==> config.mk <==
export PLATFORM = sky130hd
export DESIGN_NAME = hrs_sequencer
export DESIGN_NICKNAME = d
export VERILOG_FILES = /design/src/hrs_pkg.sv /design/src/hrs_sequencer.sv /design/src/hrs_xnor_chain.sv
export SDC_FILE = /design/constraint.sdc
export NUM_CORES = 1
export LEC_CHECK = 0
export ABC_AREA = 1
export BUFFER_PORTS_ARGS = -buffer_cell sky130_fd_sc_hd__buf_2
export CAP_MARGIN = 40
export CORE_MARGIN = 4
export CORE_UTILIZATION = 50
export CTS_CLUSTER_DIAMETER = 80
export DETAILED_ROUTE_END_ITERATION = 12
export HOLD_SLACK_MARGIN = 0.15
export PLACE_DENSITY = 0.82
export RECOVER_POWER = 50
export SYNTH_ARGS = -nofsm -noshare
export SYNTH_HDL_FRONTEND = slang
export SYNTH_SLANG_ARGS = --single-unit
==> constraint.sdc <==
create_clock -name ref_clk -period 3.9 [get_ports ref_clk]
set_input_delay 0.195 -clock ref_clk [delete_from_list [all_inputs] [get_ports ref_clk]]
set_output_delay 0.195 -clock ref_clk [all_outputs]
set_load 0.02 [all_outputs]
==> src/hrs_pkg.sv <==
// Purpose : Shared constants for the hub reset and configuration sequencer
// Assumes : ref_clk at 40 MHz
// Notes   : Times are kept as printed; cycle counts derive from the clock rate

package hrs_pkg;

	// ------------------------------------------------------------
	// Clock and timing
	// ------------------------------------------------------------
	localparam int unsigned CLK_KHZ          = 40000;
	localparam int unsigned RECOVERY_US      = 500;   // Hub recovery after reset release
	localparam int unsigned LOAD_MAX_MS_X10  = 995;   // 99.5 ms, in tenths of a ms
	localparam int unsigned ATTACH_MAX_MS    = 100;
	localparam int unsigned REQ_MAX_MS       = 5;
	// Least and longest times round to whole cycles at 40 MHz exactly
	localparam int unsigned RECOVERY_CYC     = RECOVERY_US * CLK_KHZ / 1000;
	localparam int unsigned LOAD_MAX_CYC     = LOAD_MAX_MS_X10 * CLK_KHZ / 10;
	localparam int unsigned ATTACH_MAX_CYC   = ATTACH_MAX_MS * CLK_KHZ;
	localparam int unsigned REQ_MAX_CYC      = REQ_MAX_MS * CLK_KHZ;
	localparam int unsigned APPLY_CYC        = 16;    // Internal time to apply a loaded image

	// ------------------------------------------------------------
	// Register map (byte addresses)
	// ------------------------------------------------------------
	localparam logic [7:0]  CTRL_OFS         = 8'h00;
	localparam logic [7:0]  STAT_OFS         = 8'h04;
	localparam logic [31:0] CTRL_RST         = 32'h0000_0000;
	localparam int unsigned CTRL_SELF_PWR    = 0;     // 1: self-powered hub
	localparam int unsigned CTRL_SMB_DONE    = 1;     // Write 1: SMBus load finished
	localparam int unsigned STAT_LOAD_TO     = 0;     // Sticky, write 1 to clear
	localparam int unsigned STAT_REQ_TO      = 1;     // Sticky, write 1 to clear
	localparam int unsigned STAT_ATTACHED    = 2;
	localparam int unsigned STAT_CONFIGURED  = 3;
	localparam int unsigned STAT_SUSPENDED   = 4;
	localparam int unsigned STAT_TEST        = 5;
	localparam int unsigned STAT_MODE_LSB    = 8;     // Two bits of load mode
	localparam int unsigned STAT_STATE_LSB   = 12;    // Three bits of state
	localparam int unsigned STAT_ADDR_LSB    = 16;    // Seven bits of device address

	// ------------------------------------------------------------
	// Enumerations
	// ------------------------------------------------------------
	typedef enum logic [1:0] {MODE_STRAP, MODE_MEM, MODE_SMB, MODE_MEM_ALT} hrs_mode_t;
	typedef enum logic [2:0] {ST_RECOVER, ST_MEM_LOAD, ST_SMB_WAIT, ST_APPLY, ST_ATTACHED, ST_TEST} hrs_state_t;

endpackage

==> src/hrs_sequencer.sv <==
// Purpose : Start-up, attach and bus-reset sequencing for a four-port hub
// Assumes : Single 40 MHz clock; all pins synchronous; APB register access
// Notes   : Long time limits are parameters so simulation can shorten them
//
// Register access over APB and the register addresses are this design's own decisions.

`timescale 1ns/10ps
`default_nettype none

// Contract
// - Start memory load right after recovery
// - Memory load finishes within 99.5 ms
// - Attach within 100 ms after memory load
// - Every host request completes within 5 ms
// - Self-powered SMBus load has no limit
// - Attach within 100 ms after SMBus load
// - Bus reset clears device address to zero
// - Bus reset returns hub to unconfigured
// - Bus reset drops all port power enables
// - Bus reset flushes translator buffers
// - Bus reset wakes a suspended hub
// - Bus reset is not sent downstream
// - Test chain output drives green indicator two
// - Chain output toggles per pin change
module hrs_sequencer #(
	parameter int unsigned RECOVERY_CYC   = hrs_pkg::RECOVERY_CYC,
	parameter int unsigned LOAD_MAX_CYC   = hrs_pkg::LOAD_MAX_CYC,
	parameter int unsigned ATTACH_MAX_CYC = hrs_pkg::ATTACH_MAX_CYC,
	parameter int unsigned REQ_MAX_CYC    = hrs_pkg::REQ_MAX_CYC,
	parameter int unsigned N_TEST         = 24
) (
	input  wire logic              ref_clk,
	input  wire logic              nrst,
	input  wire logic              psel,
	input  wire logic              penable,
	input  wire logic              pwrite,
	input  wire logic [7:0]        paddr,
	input  wire logic [31:0]       pwdata,
	output var  logic [31:0]       prdata,
	output var  logic              pready,
	output var  logic              pslverr,
	input  wire logic              factory_test_pin,
	input  wire logic [1:0]        cfg_sel,
	input  wire logic              sclk_in,
	input  wire logic [N_TEST-1:0] test_pins,
	input  wire logic              mem_load_done,
	input  wire logic              usb_bus_reset,
	input  wire logic              set_addr_stb,
	input  wire logic [6:0]        set_addr_val,
	input  wire logic              set_config_stb,
	input  wire logic [3:0]        port_power_req,
	input  wire logic              suspend_req,
	input  wire logic              req_start,
	input  wire logic              req_done,
	input  wire logic              led_green_two,
	output var  logic              mem_load_start,
	output var  logic              upstream_pullup_en,
	output var  logic [4:1]        port_power_enable,
	output var  logic              tt_flush,
	output var  logic              req_abort,
	output var  logic [6:0]        dev_address,
	output var  logic              green_indicator_two
);

	hrs_pkg::hrs_state_t state_reg, state_next;
	hrs_pkg::hrs_mode_t  mode_reg, mode_next;
	logic [31:0] timer_reg, timer_next;
	logic [31:0] req_tmr_reg, req_tmr_next;
	logic        req_busy_reg, req_busy_next;
	logic        released_reg, released_next;
	logic        start_reg, start_next;
	logic        pullup_reg, pullup_next;
	logic [4:1]  pwr_reg, pwr_next;
	logic        flush_reg, flush_next;
	logic        abort_reg, abort_next;
	logic [6:0]  addr_reg, addr_next;
	logic        cfgd_reg, cfgd_next;
	logic        susp_reg, susp_next;
	logic        busrst_d_reg, busrst_d_next;
	logic        green_reg, green_next;
	logic        load_to_reg, load_to_next;
	logic        req_to_reg, req_to_next;
	logic [31:0] ctrl_reg, ctrl_next;
	logic [31:0] rdata_reg, rdata_next;
	logic        ready_reg, ready_next;
	logic        err_reg, err_next;
	logic        chain_q;
	logic        wr_acc, hit, smb_done_wr, bus_rst_edge;

	// ------------------------------------------------------------
	// Continuity chain
	// ------------------------------------------------------------
	hrs_xnor_chain #(.N(N_TEST)) u_chain (
		.ref_clk   (ref_clk),
		.nrst      (nrst),
		.test_pins (test_pins),
		.chain_out (chain_q)
	);

	// ------------------------------------------------------------
	// APB decode
	// ------------------------------------------------------------
	// Write takes effect at the access edge only
	assign wr_acc       = psel & penable & pwrite & ready_reg;
	assign hit          = (paddr == hrs_pkg::CTRL_OFS) || (paddr == hrs_pkg::STAT_OFS);
	assign smb_done_wr  = wr_acc && paddr == hrs_pkg::CTRL_OFS && pwdata[hrs_pkg::CTRL_SMB_DONE];
	assign bus_rst_edge = usb_bus_reset & ~busrst_d_reg;

	// Setup cycle loads read data, so pready and prdata both come from flops
	always_comb begin
		ctrl_next  = ctrl_reg;
		ready_next = psel & ~penable;
		err_next   = psel & ~penable & ~hit;
		rdata_next = rdata_reg;
		if (psel && !penable) begin
			rdata_next = 32'h0000_0000;
			if (paddr == hrs_pkg::CTRL_OFS) begin
				rdata_next[hrs_pkg::CTRL_SELF_PWR] = ctrl_reg[hrs_pkg::CTRL_SELF_PWR];
			end else if (paddr == hrs_pkg::STAT_OFS) begin
				rdata_next[hrs_pkg::STAT_LOAD_TO]   = load_to_reg;
				rdata_next[hrs_pkg::STAT_REQ_TO]    = req_to_reg;
				rdata_next[hrs_pkg::STAT_ATTACHED]  = pullup_reg;
				rdata_next[hrs_pkg::STAT_CONFIGURED] = cfgd_reg;
				rdata_next[hrs_pkg::STAT_SUSPENDED] = susp_reg;
				rdata_next[hrs_pkg::STAT_TEST]      = (state_reg == hrs_pkg::ST_TEST);
				rdata_next[hrs_pkg::STAT_MODE_LSB +: 2]  = mode_reg;
				rdata_next[hrs_pkg::STAT_STATE_LSB +: 3] = state_reg;
				rdata_next[hrs_pkg::STAT_ADDR_LSB +: 7]  = addr_reg;
			end
		end
		// Only the power-source bit is stored; the done bit is a pulse
		if (wr_acc && paddr == hrs_pkg::CTRL_OFS) begin
			ctrl_next[hrs_pkg::CTRL_SELF_PWR] = pwdata[hrs_pkg::CTRL_SELF_PWR];
		end
	end

	always_ff @(posedge ref_clk or negedge nrst) begin
		if (!nrst) begin
			ctrl_reg  <= hrs_pkg::CTRL_RST;
			rdata_reg <= 32'h0000_0000;
			ready_reg <= 1'b0;
			err_reg   <= 1'b0;
		end else begin
			ctrl_reg  <= ctrl_next;
			rdata_reg <= rdata_next;
			ready_reg <= ready_next;
			err_reg   <= err_next;
		end
	end

	// ------------------------------------------------------------
	// Start-up sequencer and bus-reset handling
	// ------------------------------------------------------------
	// Timer is shared by recovery, load and apply phases
	always_comb begin
		state_next    = state_reg;
		mode_next     = mode_reg;
		timer_next    = timer_reg + 32'h0000_0001;
		released_next = 1'b1;
		start_next    = 1'b0;
		pullup_next   = pullup_reg;
		pwr_next      = pwr_reg;
		flush_next    = 1'b0;
		addr_next     = addr_reg;
		cfgd_next     = cfgd_reg;
		susp_next     = susp_reg;
		busrst_d_next = usb_bus_reset;
		green_next    = led_green_two;
		load_to_next  = load_to_reg;
		// Sticky clear comes first, so a same-cycle set below still wins
		if (wr_acc && paddr == hrs_pkg::STAT_OFS && pwdata[hrs_pkg::STAT_LOAD_TO]) begin
			load_to_next = 1'b0;
		end
		case (state_reg)
			hrs_pkg::ST_RECOVER: begin
				// Test entry caught on first edge after release
				if (!released_reg) begin
					mode_next = hrs_pkg::hrs_mode_t'(cfg_sel);
					if (factory_test_pin && cfg_sel[1] && !sclk_in) begin
						state_next = hrs_pkg::ST_TEST;
					end
				end else if (timer_reg >= 32'(RECOVERY_CYC - 1)) begin
					timer_next = 32'h0000_0000;
					// Load begins as soon as hub is operational
					if (mode_reg == hrs_pkg::MODE_MEM || mode_reg == hrs_pkg::MODE_MEM_ALT) begin
						state_next = hrs_pkg::ST_MEM_LOAD;
						start_next = 1'b1;
					end else if (mode_reg == hrs_pkg::MODE_SMB) begin
						state_next = hrs_pkg::ST_SMB_WAIT;
					end else begin
						state_next = hrs_pkg::ST_APPLY;
					end
				end
			end
			hrs_pkg::ST_MEM_LOAD: begin
				// Give up on the memory after the load limit
				if (mem_load_done || timer_reg >= 32'(LOAD_MAX_CYC - 1)) begin
					load_to_next = load_to_next | ~mem_load_done;
					state_next   = hrs_pkg::ST_APPLY;
					timer_next   = 32'h0000_0000;
				end
			end
			hrs_pkg::ST_SMB_WAIT: begin
				// Self-powered waits for the host with no limit
				if (smb_done_wr) begin
					state_next = hrs_pkg::ST_APPLY;
					timer_next = 32'h0000_0000;
				end else if (!ctrl_reg[hrs_pkg::CTRL_SELF_PWR] && timer_reg >= 32'(LOAD_MAX_CYC - 1)) begin
					// Bus-powered host overran its window; defaults are used
					load_to_next = 1'b1;
					state_next   = hrs_pkg::ST_APPLY;
					timer_next   = 32'h0000_0000;
				end
			end
			hrs_pkg::ST_APPLY: begin
				if (timer_reg >= 32'(hrs_pkg::APPLY_CYC - 1) || timer_reg >= 32'(ATTACH_MAX_CYC - 1)) begin
					state_next  = hrs_pkg::ST_ATTACHED;
					pullup_next = 1'b1;
				end
			end
			hrs_pkg::ST_ATTACHED: begin
				timer_next = timer_reg;
				if (set_addr_stb) begin
					addr_next = set_addr_val;
				end
				if (set_config_stb) begin
					cfgd_next = 1'b1;
				end
				if (suspend_req) begin
					susp_next = 1'b1;
				end
				// Host may switch ports only once configured
				pwr_next = cfgd_reg ? port_power_req : 4'h0;
				// Reset handled here only; no downstream reset output exists
				if (bus_rst_edge) begin
					addr_next  = 7'h00;
					cfgd_next  = 1'b0;
					pwr_next   = 4'h0;
					flush_next = 1'b1;
					susp_next  = 1'b0;
				end
			end
			hrs_pkg::ST_TEST: begin
				timer_next = timer_reg;
				green_next = chain_q;
			end
			default: begin
				state_next = hrs_pkg::ST_RECOVER;
			end
		endcase
	end

	always_ff @(posedge ref_clk or negedge nrst) begin
		if (!nrst) begin
			state_reg    <= hrs_pkg::ST_RECOVER;
			mode_reg     <= hrs_pkg::MODE_STRAP;
			timer_reg    <= 32'h0000_0000;
			released_reg <= 1'b0;
			start_reg    <= 1'b0;
			pullup_reg   <= 1'b0;
			pwr_reg      <= 4'h0;
			flush_reg    <= 1'b0;
			addr_reg     <= 7'h00;
			cfgd_reg     <= 1'b0;
			susp_reg     <= 1'b0;
			busrst_d_reg <= 1'b0;
			green_reg    <= 1'b0;
			load_to_reg  <= 1'b0;
		end else begin
			state_reg    <= state_next;
			mode_reg     <= mode_next;
			timer_reg    <= timer_next;
			released_reg <= released_next;
			start_reg    <= start_next;
			pullup_reg   <= pullup_next;
			pwr_reg      <= pwr_next;
			flush_reg    <= flush_next;
			addr_reg     <= addr_next;
			cfgd_reg     <= cfgd_next;
			susp_reg     <= susp_next;
			busrst_d_reg <= busrst_d_next;
			green_reg    <= green_next;
			load_to_reg  <= load_to_next;
		end
	end

	// ------------------------------------------------------------
	// Host request watchdog
	// ------------------------------------------------------------
	// A request left open is ended by abort at the limit
	always_comb begin
		req_busy_next = req_busy_reg;
		req_tmr_next  = req_tmr_reg;
		abort_next    = 1'b0;
		req_to_next   = req_to_reg;
		if (req_busy_reg) begin
			req_tmr_next = req_tmr_reg + 32'h0000_0001;
			if (req_done) begin
				req_busy_next = 1'b0;
			end else if (req_tmr_reg >= 32'(REQ_MAX_CYC - 1)) begin
				req_busy_next = 1'b0;
				abort_next    = 1'b1;
				req_to_next   = 1'b1;
			end
		end else if (req_start && state_reg == hrs_pkg::ST_ATTACHED) begin
			req_busy_next = 1'b1;
			req_tmr_next  = 32'h0000_0000;
		end
		if (wr_acc && paddr == hrs_pkg::STAT_OFS && pwdata[hrs_pkg::STAT_REQ_TO] && !abort_next) begin
			req_to_next = 1'b0;
		end
	end

	always_ff @(posedge ref_clk or negedge nrst) begin
		if (!nrst) begin
			req_busy_reg <= 1'b0;
			req_tmr_reg  <= 32'h0000_0000;
			abort_reg    <= 1'b0;
			req_to_reg   <= 1'b0;
		end else begin
			req_busy_reg <= req_busy_next;
			req_tmr_reg  <= req_tmr_next;
			abort_reg    <= abort_next;
			req_to_reg   <= req_to_next;
		end
	end

	// Outputs straight from flops
	assign prdata              = rdata_reg;
	assign pready              = ready_reg;
	assign pslverr             = err_reg;
	assign mem_load_start      = start_reg;
	assign upstream_pullup_en  = pullup_reg;
	assign port_power_enable   = pwr_reg;
	assign tt_flush            = flush_reg;
	assign req_abort           = abort_reg;
	assign dev_address         = addr_reg;
	assign green_indicator_two = green_reg;
endmodule // hrs_sequencer

`default_nettype wire

==> src/hrs_xnor_chain.sv <==
// Purpose : Continuity chain over the tested signal pins
// Assumes : Pins are synchronous to ref_clk
// Notes   : Output is registered; any one pin change toggles it

`timescale 1ns/10ps
`default_nettype none

module hrs_xnor_chain #(
	parameter int unsigned N = 24
) (
	input  wire logic         ref_clk,
	input  wire logic         nrst,
	input  wire logic [N-1:0] test_pins,
	output var  logic         chain_out
);

	logic [N-1:0] link;
	logic         chain_reg;
	logic         chain_next;

	// ------------------------------------------------------------
	// Chain stages
	// ------------------------------------------------------------
	// One XNOR per pin after pin 0, each feeding the next
	assign link[0] = test_pins[0];
	genvar i;
	generate
		for (i = 1; i < N; i++) begin : g_stage
			assign link[i] = ~(link[i-1] ^ test_pins[i]);
		end
	endgenerate

	always_comb begin
		chain_next = link[N-1];
	end

	always_ff @(posedge ref_clk or negedge nrst) begin
		if (!nrst) begin
			chain_reg <= 1'b0;
		end else begin
			chain_reg <= chain_next;
		end
	end

	assign chain_out = chain_reg;

endmodule // hrs_xnor_chain

`default_nettype wire

Yosys cells after proc, flatten, opt, wreduce, memory -nomap -nowiden

Cells that the tools add are included.

Logic and storage cells: 197
Flip-flop bits (word level): 114
Bits of input ports: 92

Add/sub/neg operators: 2
Reductions and logical operators: 35
$lt $le $gt $ge: 5
Equality and inequality tests: 15
Bitwise logic cells: 59
Mux-type cells: 58

Operators by type and width:

| cell                    | count |
|---|---|
| $mux W32                | 7 |
| $pmux W32 S4            | 1 |
| $add A32 B1 Y32 const B | 2 |
| $ge A32 B22 Y1 const B  | 2 |
| $ge A32 B15 Y1 const B  | 1 |
| $ge A32 B18 Y1 const B  | 1 |
| $ge A32 B4 Y1 const B   | 1 |
| $not A1 Y1              | 29 |
| $mux W1                 | 28 |
| $mux W7                 | 4 |
| $mux W3                 | 9 |
| $xor A1 B1 Y1           | 23 |
| $pmux W3 S5             | 1 |
| $reduce_bool A2 Y1      | 6 |
| $logic_and A1 B1 Y1     | 11 |
| $reduce_and A2 Y1       | 5 |
| $ne A3 B3 Y1 const B    | 3 |
| $eq A8 B3 Y1 const B    | 1 |
| $logic_not A8 Y1        | 1 |
| $mux W4                 | 2 |
| $and A1 B1 Y1           | 6 |
| $eq A3 B2 Y1 const B    | 2 |
| $eq A3 B3 Y1 const B    | 2 |
| $mux W2                 | 3 |
| 15 further kinds        | 23 |

Logic depth before layout (Yosys ltp)

Gate-level depths: netlist of run 1.

Depth in word-level cells: 46
Gate-level depth with buffers: 15

Cells and area by module

Synthesis of run 1 repeated with hierarchy kept, for this count alone.

Cells, all modules: 902
Area, all modules: 6688.9 µm²

Modules (own cells, without submodules):

| module         | times used | cells each | area each (µm²) |
|---|---|---|---|
| hrs_sequencer  | 1          | 818        | 6289.8 |
| hrs_xnor_chain | 1          | 84         | 399.1 |

Least setup slack after synthesis of run 1

Ideal clock, no wire load.

Path type: register to register
From: register timer_reg[0]
To: register timer_reg[2]
Path buffers: 1
Clock period less this slack: 1.699 ns
Path slack: 2.201 ns
Arrival: 1.571 ns
Stages on the path, launching flop included: 16
Required time: 3.772 ns
Cells stage by stage: dfrtp_1 -> ha_1 -> inv_1 -> nor2_2 -> nand2_1 -> nand2_1 -> nand2_1 -> nand2_1 -> nand2_1 -> nand2_2 -> nand2_2 -> nand2_4 -> nand2_2 -> inv_4 -> buf_12 -> nor2_4

Cells in the longest elaborated chain, start to end: 5

RTL lines:

| item                   | RTL line                                   | source |
|---|---|---|
| from (decl)            | hrs_sequencer.sv:67                        | `logic [31:0] timer_reg, timer_next;` |
| from (signal assigned) | hrs_sequencer.sv:272                       | `timer_reg <= timer_next;` |
| $ge A32 B22 Y1         | hrs_sequencer.sv:197, hrs_sequencer.sv:208 |  |
| $logic_and A1 B1 Y1    | hrs_sequencer.sv:208                       | `end else if (!ctrl_reg[hrs_pkg::CTRL_SELF_PWR] && timer_reg >= 32'(LOAD_MAX_CYC - 1)) begin` |
| $mux W32               | hrs_sequencer.sv:208                       |  |
| $mux W32               | hrs_sequencer.sv:205                       | `if (smb_done_wr) begin` |
| $pmux W32 S4 *         | hrs_sequencer.sv:174                       | `case (state_reg)` |

Mark *: on every way between the ends. The rest lies on a longest branch, timed or not.
A chain may end at the register's enable or synchronous reset.

==> impl_metrics.yaml, run 1 <==
cts:
  post-cts-setup-buffer-count: 0
  cts_resized: 0
  cts.sinks: 114
  cts_tree: "yes"
  ctsHoldBuffers: 26
  cts_buffers: 17
  insertion_delay_ns: 0.42
  clk_pin_slew_ns: 0.06
  root_buffer: "clkbuf_16"
  htree_levels: 4
  clk_path_buf_depth: 2
worst_setup_path:
  arrival_ns: 2.93
  crit_chain: "dlygate4sd3_1 > clkbuf_2 > clkbuf_1"
  cp.required_ns: 4.16
  slowest_stage: "clkbuf_1"
  worstPathMaxFanout: 57
  end_kind: "asynchronous set/reset pin"
  crit_path_max_incr_delay_ns: 1.17
  critPathLaunchType: "input port"
  crit_type: "in -> async"
global_route:
  antenna_found_initial: 0
  grt_max_degree: 58
  grt.total_usage: 0.2166
  grt.overflow.total: 0
  grt_first_pass_wirelength_um: 27880
  grt_pass1_vias: 5899
logic_synthesis:
  syn_area_per_cell_um2: 7.665
  ys_seq_area_frac: 0.4220
  synth_cell_types: 50
  synth_warnings: 0
  ys_ff_latch: 114
  syn_area_um2: 6760
  netlist_instances: 882
sta:
  post-route-min-period_ns: 2.670
  drv_slew: 30
  rsz0062_at_grt: "false"
  tns_ns: 0
  relSlewSlack: -0.0008285
  setup_viol: 0
  hold_viol: 0
  fmax_mhz: 374.5
  finalCritPeriodShare: 0.6847
  finClkSkew_ns: 0.009934
  tightestPinTransition_ns: 1.501
placed_design:
  port_buffers: 97
  placedCellCount: 1144
  gp_congestion: 0.9011
  hpwl_um: 11240
die:
  row_count: 42
  die_x_um: 124.3
  die_area_um2: 15440
  initial_core_util: 0.5105
  ios: 142
  core_area_um2: 13240
  die_height_um: 124.3
layout:
  drive_gt1_frac: 0.1608
  fill_cells: 1196
  n_antenna_cell: 0
  final_cells: 1202
  nets: 1107
  area_delta_synth_final_pct: 19.75
status:
  status: "complete, but fails checks"
  violations: "max-capacitance violations, max-slew violations"
power_and_ir_drop:
  leakage_nw: 4.016
  irDropWorstVdd_v: 0.0003379
  power.density_nw_per_um2: 380.3
drt:
  drtAntennaViolNets: 0
  drc: 0
  vias: 6190
  finalWirelength_um: 16130
  wire_per_inst_um: 13.42
  avgViaCountPerCell: 5.150
  first_pass_iters: 7
  drt_iter0_drc: 413
job:
  drv_cap: 1
hold_path:
  hold_path_class: "in -> reg"
==> report_power, final <==
group	switching [W]	leakage, nW	internal, W
Clock	0.000557	0.269	0.000956
Combinational	0.000181	2.38	0.000109
Sequential	0.0000441	1.37	0.00123
==> cell usage after synthesis, drive strengths merged <==
master    n  share of area
o21ai    43          0.032
o31ai     3         0.0033
nor3     34          0.031
ha        2         0.0037
mux2      1         0.0017
xnor2    12          0.016
clkinv    2         0.0011
clkbuf    5         0.0028
nand3b    3         0.0033
a21oi    14          0.010
o21a      1         0.0011
a22o      1         0.0013
conb      2         0.0011
buf      21          0.028
nand2   214           0.12
a21o      3         0.0035
o211ai    3         0.0033
nand3    66          0.053
or2       2         0.0019
o22ai    10         0.0093
nor4     10         0.0093
inv     122          0.068
o221ai    1         0.0013
nor2    124          0.086
o21bai    1         0.0011
and3      1        0.00093
a31oi     1        0.00093
dfrtp   114           0.42
a221oi    1         0.0013
nor3b     3         0.0041
mux2i     1         0.0015
nand4    21          0.019
xor2     40          0.052
==> stage by stage <==
step / setup WS, ns / area (um^2) / hold WS [ns] / total power, W / util
floorplan: 2.201 / 6809 / -0.1006 / 0.001466 / -
CTS: 1.348 / 8163 / 0.1582 / 0.003102 / 0.6164
global route: 0.6207 / 8095 / 0.2359 / 0.003200 / 0.6113
global placement: 1.357 / 7322 / 0.2908 / 0.001557 / 0.5529
detailed placement: 1.373 / 7322 / 0.2959 / 0.001568 / 0.5529
finish: 1.230 / 8095 / 0.1870 / 0.003078 / 0.6113
==> placed cells by master (no fill, tap or decap), types with 15 or more instances in the layout <==
cell type,netlist,routed
xor2_1,40,40
nand2_1,200,200
clkbuf_1,5,42
dfrtp_1,114,114
nand4_1,21,21
nand3_1,63,64
o21ai_0,41,41
inv_1,111,112
conb_1,2,15
buf_2,3,57
nor2_2,36,36
clkbuf_16,0,17
nor2_1,85,85
nor3_1,27,27
dlygate4sd3_1,0,26
==> metal layers <==
layer,track usage,up-vias,part of all wire
li1,-,3072,-
met1,0.2924,2860,0.44
met2,0.3397,234,0.48
met3,0.05403,24,0.067
met4,0.07930,0,0.015
met5,0,-,0
==> logic make-up after synthesis <==
group,synth area share
AND/OR/NAND/NOR,0.3337
multiplexers,0.003146
buffers and inverters,0.1003
XOR/XNOR,0.06737
adder cells (fa/ha/maj),0.003701
flip-flops,0.4220
other,0.001111
AO/OA/AOI/OAI,0.06867
==> cell type report <==
cell class	instances	area (um^2)	share of cell area
clock inverters	12	133.9	0.01654
inverters	124	467.9	0.05781
repair buffers	125	708.2	0.08748
clock buffers	20	446.7	0.05518
multi-input cells	631	3266	0.4034
flip-flops and latches	114	2853	0.3524
well taps	176	220.2	0.02720
==> path summary, 6_finish.rpt <==
check,start,to,slack [ns],cells after the start
hold / removal,psel,prdata[1],0.19,5
max in group ref_clk,req_busy_reg,req_tmr_reg[1],1.24,4
hold reg to reg,prdata[1],prdata[1],0.48,2
setup reg to reg,req_busy_reg,req_tmr_reg[1],1.24,4
setup / recovery,nrst,req_tmr_reg[18],1.23,3
min in group asynchronous,nrst,timer_reg[29],0.64,2
==> critical path: cells and delay by family <==
kind	cells	cell delay, ns
buf+inv	3	2.71
Power figures use the tool's default switching activity.
==> run 2, diff against run 1 <==
- ABC_AREA: 1 -> 0
- CORE_UTILIZATION: 50 -> 49
- PLACE_DENSITY: 0.82 -> 0.85
- clock period: 3.9 -> 2.4 ns (I/O delays scaled with it)
==> run 2 against run 1 <==
Against the previous run: the run still ends with max-capacitance violations, max-slew violations left; cell count shrank 28%; largest cell class is now sequential cells; sequential share of layout area grew 4.2 points; count of clock-buffer cells in the layout down 3; clock skew down 0.0020 ns; critical path type is now reg -> reg.
==> impl_metrics.yaml, run 2 <==
layout:
  final_cell_mix: "114 x dfrtp_1, 71 x buf_2, 62 x nor2_1"
  area_delta_synth_final_pct: 24.38
  nets: 808
  drive_gt1_frac: 0.1871
  final_common_cell: "dfrtp_1"
global_route:
  antenna_found_initial: 0
  grt_max_degree: 83
  grt.overflow.total: 0
  grt.total_usage: 0.2187
  grt_pass1_vias: 5017
  grt_first_pass_wirelength_um: 23680
logic_synthesis:
  synth.most_common_cell: "dfrtp_1"
  syn_area_per_cell_um2: 9.999
  synth_warnings: 0
  ys_seq_area_frac: 0.4911
  ys_ff_latch: 114
  syn_area_um2: 5809
  synthTopCellsByCount: "114 x dfrtp_1, 62 x nor2_1, 59 x nand2_1, 38 x nand3_1, 33 x xnor2_1"
  synth_cell_types: 56
  ys.flop_type: "dfrtp_1"
  yosysTopAreaCell: "dfrtp_1"
  synth_edf_count: 0
  async_flop_share: 1.000
  netlist_instances: 581
  yosysTopAreaCellShare: 0.4911
  synthTopCellsByArea: "dfrtp_1 49%, xnor2_1 5.0%, a22o_1 4.4%"
hold_path:
  hold_path_class: "in -> reg"
die:
  row_count: 39
  die_area_um2: 13660
  core_area_um2: 11520
  die_height_um: 116.9
  ios: 142
  initial_core_util: 0.5045
  die_x_um: 116.9
cts:
  ctsHoldBuffers: 28
  post-cts-setup-buffer-count: 0
  clk_pin_slew_ns: 0.06
  cts_tree: "yes"
  cts.sinks: 114
  htree_levels: 4
  cts_buffers: 17
  insertion_delay_ns: 0.42
  clk_path_buf_depth: 2
  root_buffer: "clkbuf_16"
  cts_resized: 0
sta:
  finClkSkew_ns: 0.007892
  rsz0062_at_grt: "false"
  finalCritPeriodShare: 0.9272
  tightestPinTransition_ns: 1.899
  tns_ns: 0
  post-route-min-period_ns: 2.225
  relSlewSlack: -0.2663
  setup_viol: 0
  hold_viol: 0
  fmax_mhz: 449.4
  post-route-worst-setup-slack_ns: 0.1747
  drv_slew: 33
drt:
  drt_iter0_drc: 400
  vias: 5032
  finalWirelength_um: 14430
  first_pass_iters: 6
  wire_per_inst_um: 16.57
  drtAntennaViolNets: 0
  drc: 0
  avgViaCountPerCell: 5.777
status:
  violations: "max-capacitance violations, max-slew violations"
  status: "complete, but fails checks"
worst_setup_path:
  worstSetupStartpoint: "req_tmr_reg[0]"
  end_kind: "flop"
  arrival_ns: 2.50
  crit_type: "reg -> reg"
  crit_path_end: "req_to_reg"
  r2r_end: "req_to_reg"
  critPathLaunchType: "flop"
  reg2reg_depth: 7
  rrSetupSlack_ns: 0.17
  cp.required_ns: 2.67
  worstPathMaxFanout: 8
  r2r-start: "req_tmr_reg[0]"
power_and_ir_drop:
  leakage_nw: 3.338
  power.density_nw_per_um2: 945.0
  irDropWorstVdd_v: 0.0005542
job:
  drv_cap: 1
placed_design:
  gp_congestion: 0.8826
  place_ws_ns: 0.1956
  port_buffers: 97
  hpwl_um: 9530
## run 2: cell type report
class | count | area [um^2]
Fill cell | 891 | 4290
Sequential cell | 114 | 2853
Multi-Input combinational cell | 437 | 2760
Timing Repair Buffer | 136 | 828.3
Clock buffer | 17 | 425.4
Tap cell | 143 | 178.9
Clock inverter | 15 | 147.6
Inverter | 8 | 30.03
Antenna cell | 1 | 2.502
## run 2: how the worst min path moves through the flow
| stage | startpoint | endpoint | slack (ns) | cells past startpoint |
|---|---|---|---|---|
| 6_report | psel | pready | 0.20 | 3 |
| 5_1_grt | req_start | req_tmr_reg[10] | 0.25 | 4 |
| 4_1_cts | psel | pready | 0.19 | 3 |
| 3_5_place_dp | nrst | green_indicator_two | 0.1 | 1 |
| 3_3_place_gp | nrst | green_indicator_two | 0.09 | 1 |
| 2_1_floorplan | nrst | busrst_d_reg | -0.18 | 0 |
## run 2: kinds of logic after synthesis
logic type      count (synthesis)  share of synthesized area
mux                            16                    0.02929
simple gates                  252                     0.2289
compound gates                 99                     0.1230
fa+ha+maj                       2                   0.004307
xor+xnor                       53                    0.07991
other cells                     2                   0.001293
buf+inv                        43                    0.04221
flops                         114                     0.4911
## run 2: power by group
group          switching, W  leakage, nW  internal (W)
combinational      0.000995         1.52      0.000681
sequential         0.000436         1.53       0.00229
clock              0.000977        0.285       0.00145
total               0.00241         3.34       0.00442
## run 2: worst max-delay path, stage by stage, from the launching register on
cell	delay, ns
dfrtp_1	0.45
ha_1	0.27
nand3_1	0.26
o21ai_0	0.17
a21oi_1	0.21
o21ai_0	0.14
a31oi_1	0.44
o21ai_0	0.16
## run 2: stage by stage
step,utilization,hold slack [ns],instances,area (um^2),power (W)
after floorplan,-,-0.1756,594,5858,0.003872
after global placement,0.5562,0.09275,810,6405,0.004244
after detailed placement,0.5562,0.09711,810,6405,0.004359
after CTS,0.6303,0.1892,870,7258,0.006835
after global routing,0.6272,0.2549,870,7223,0.007204
final,0.6274,0.2012,871,7226,0.006828
## run 2: metal layers
metal	global-route usage	part of all wire	vias up
met1	0.2587	0.40	2466
met2	0.3826	0.52	204
met4	0.09251	0.027	0
li1	-	-	2318
met5	0	0	-
met3	0.05039	0.054	44
==> run 3, diff against run 2 <==
- BUFFER_PORTS_ARGS: -buffer_cell sky130_fd_sc_hd__buf_2 -> -buffer_cell sky130_fd_sc_hd__buf_4
==> run 3 against run 2 <==
Against the previous run: the flow now finishes without violations; global-route usage decreased by 0.56 points; clock power about the same; clock skew increased by 0.0046 ns; sequential cell count unchanged; wire length decreased by 0.87%; total power increased by 0.86%; die area unchanged; register-to-register slack about the same; sequential share of layout area decreased by 0.86 points; hold slack about the same; first-iteration DRC count increased by 27%.
==> impl_metrics.yaml, run 3 (synthesized netlist as in run 2, its figures left out) <==
sta:
  drv_slew: 0
  tns_ns: 0
  post-route-min-period_ns: 2.271
  rsz0062_at_grt: "false"
  relSlewSlack: 0.3207
  hold_viol: 0
  finClkSkew_ns: 0.01248
  tightestPinTransition_ns: 1.019
  finalCritPeriodShare: 0.9462
  fmax_mhz: 440.4
  setup_viol: 0
hold_path:
  hold_depth: 5
  hold_path_class: "in -> reg"
  hp-start: "factory_test_pin"
  min_to: "state_reg[2]"
die:
  row_count: 39
  ios: 142
  die_area_um2: 13660
  die_height_um: 116.9
  die_x_um: 116.9
  core_area_um2: 11520
  initial_core_util: 0.5045
power_and_ir_drop:
  leakage_nw: 3.363
  irDropWorstVdd_v: 0.0004851
  total_power_w: 0.006887
  power.density_nw_per_um2: 932.5
drt:
  wire_per_inst_um: 16.40
  avgViaCountPerCell: 5.768
  drt_iter0_drc: 508
  first_pass_iters: 5
  drtAntennaViolNets: 0
  finalWirelength_um: 14300
  vias: 5030
  drc: 0
placed_design:
  port_buffers: 97
  hpwl_um: 9512
  gp_congestion: 0.8286
layout:
  fill_cells: 861
  final_common_cell: "dfrtp_1"
  final_cell_mix: "114 x dfrtp_1, 70 x buf_4, 62 x nor2_1"
  area_delta_synth_final_pct: 27.14
  nets: 811
  seqCellArea_um2: 2853
  drive_gt1_frac: 0.1715
  n_antenna_cell: 0
  multiInputGateArea_um2: 2766
worst_setup_path:
  arrival_ns: 2.62
  cp.required_ns: 2.75
  crit_type: "in -> reg"
  worstPathMaxFanout: 11
  r2r-start: "timer_reg[0]"
  end_kind: "flop"
  rrSetupSlack_ns: 0.18
  r2r_end: "timer_reg[0]"
  critPathLaunchType: "input port"
  reg2reg_depth: 7
cts:
  clk_path_buf_depth: 2
  clk_pin_slew_ns: 0.05
  cts_tree: "yes"
  cts_buffers: 17
  insertion_delay_ns: 0.41
  htree_levels: 4
  cts.sinks: 114
  root_buffer: "clkbuf_16"
global_route:
  grt_max_degree: 77
  grt_pass1_vias: 4969
  antenna_found_initial: 0
  grt.overflow.total: 0
  grt_first_pass_wirelength_um: 23210
  grt.total_usage: 0.2131
job:
  drv_cap: 0
status:
  status: "finished clean"
-- run 3: how the worst max path moves through the flow --
stage / start / slack (ns) / to / depth (start not counted)
3_5_place_dp: timer_reg[0] / 0.21 / timer_reg[0] / 7
5_1_grt: nrst / 0.02 / timer_reg[15] / 3
6_report: paddr[3] / 0.13 / prdata[1] / 8
3_3_place_gp: timer_reg[0] / 0.26 / timer_reg[1] / 7
2_1_floorplan: timer_reg[0] / 0.50 / state_reg[0] / 7
4_1_cts: paddr[3] / 0.14 / prdata[1] / 8
-- run 3: metal layers --
layer / global-route usage / routed length (um) / vias to the layer above
li1: - / - / 2307
met1: 0.2635 / 5882 / 2458
met2: 0.3587 / 7249 / 227
met3: 0.04576 / 826 / 38
met4: 0.09709 / 345 / 0
met5: 0 / 0 / -
-- run 3: worst max-delay path, stage by stage --
cell	delay, ns
dlygate4sd3_1	0.54
buf_4	0.13
nor3_1	0.36
dlygate4sd3_1	0.62
nand2_1	0.11
nor3_4	0.32
buf_4	0.25
a22o_1	0.15
-- run 3: power by group --
| part | switching (W) | internal [W] | leakage (nW) | total [W] |
|---|---|---|---|---|
| Sequential | 0.000436 | 0.00229 | 1.53 | 0.00273 |
| Combinational | 0.00100 | 0.000699 | 1.55 | 0.00170 |
| Clock | 0.000907 | 0.00155 | 0.280 | 0.00246 |
-- run 3: cell type report --
type,count,area share
well taps,143,0.02423
clock buffers,19,0.05997
repair buffers,139,0.1328
flip-flops and latches,114,0.3862
inverters,8,0.004066
clock inverters,12,0.01813
multi-input cells,437,0.3746
-- run 3: repair_timing --
| action | in CTS | in global routing |
|---|---|---|
| endpoints found under the setup margin | 0 | 11 |
| hold endpoints to repair | 65 | 0 |
| buffers inserted | 0 | 0 |
| hold buffers | 30 | 0 |
| gates resized for setup | 0 | 1 |
-- run 3: through the flow --
step | utilization | cell area, um^2 | hold WS, ns | instances | setup WS (ns)
after CTS | 0.6538 | 7530 | 0.1940 | 872 | 0.1373
after global placement | 0.5777 | 6653 | 0.1192 | 811 | 0.2620
after floorplan | - | 5858 | -0.1756 | 594 | 0.4997
after detailed placement | 0.5777 | 6653 | 0.1283 | 811 | 0.2087
after global routing | 0.6414 | 7386 | 0.2598 | 872 | 0.01602
final | 0.6414 | 7386 | 0.2009 | 872 | 0.1292
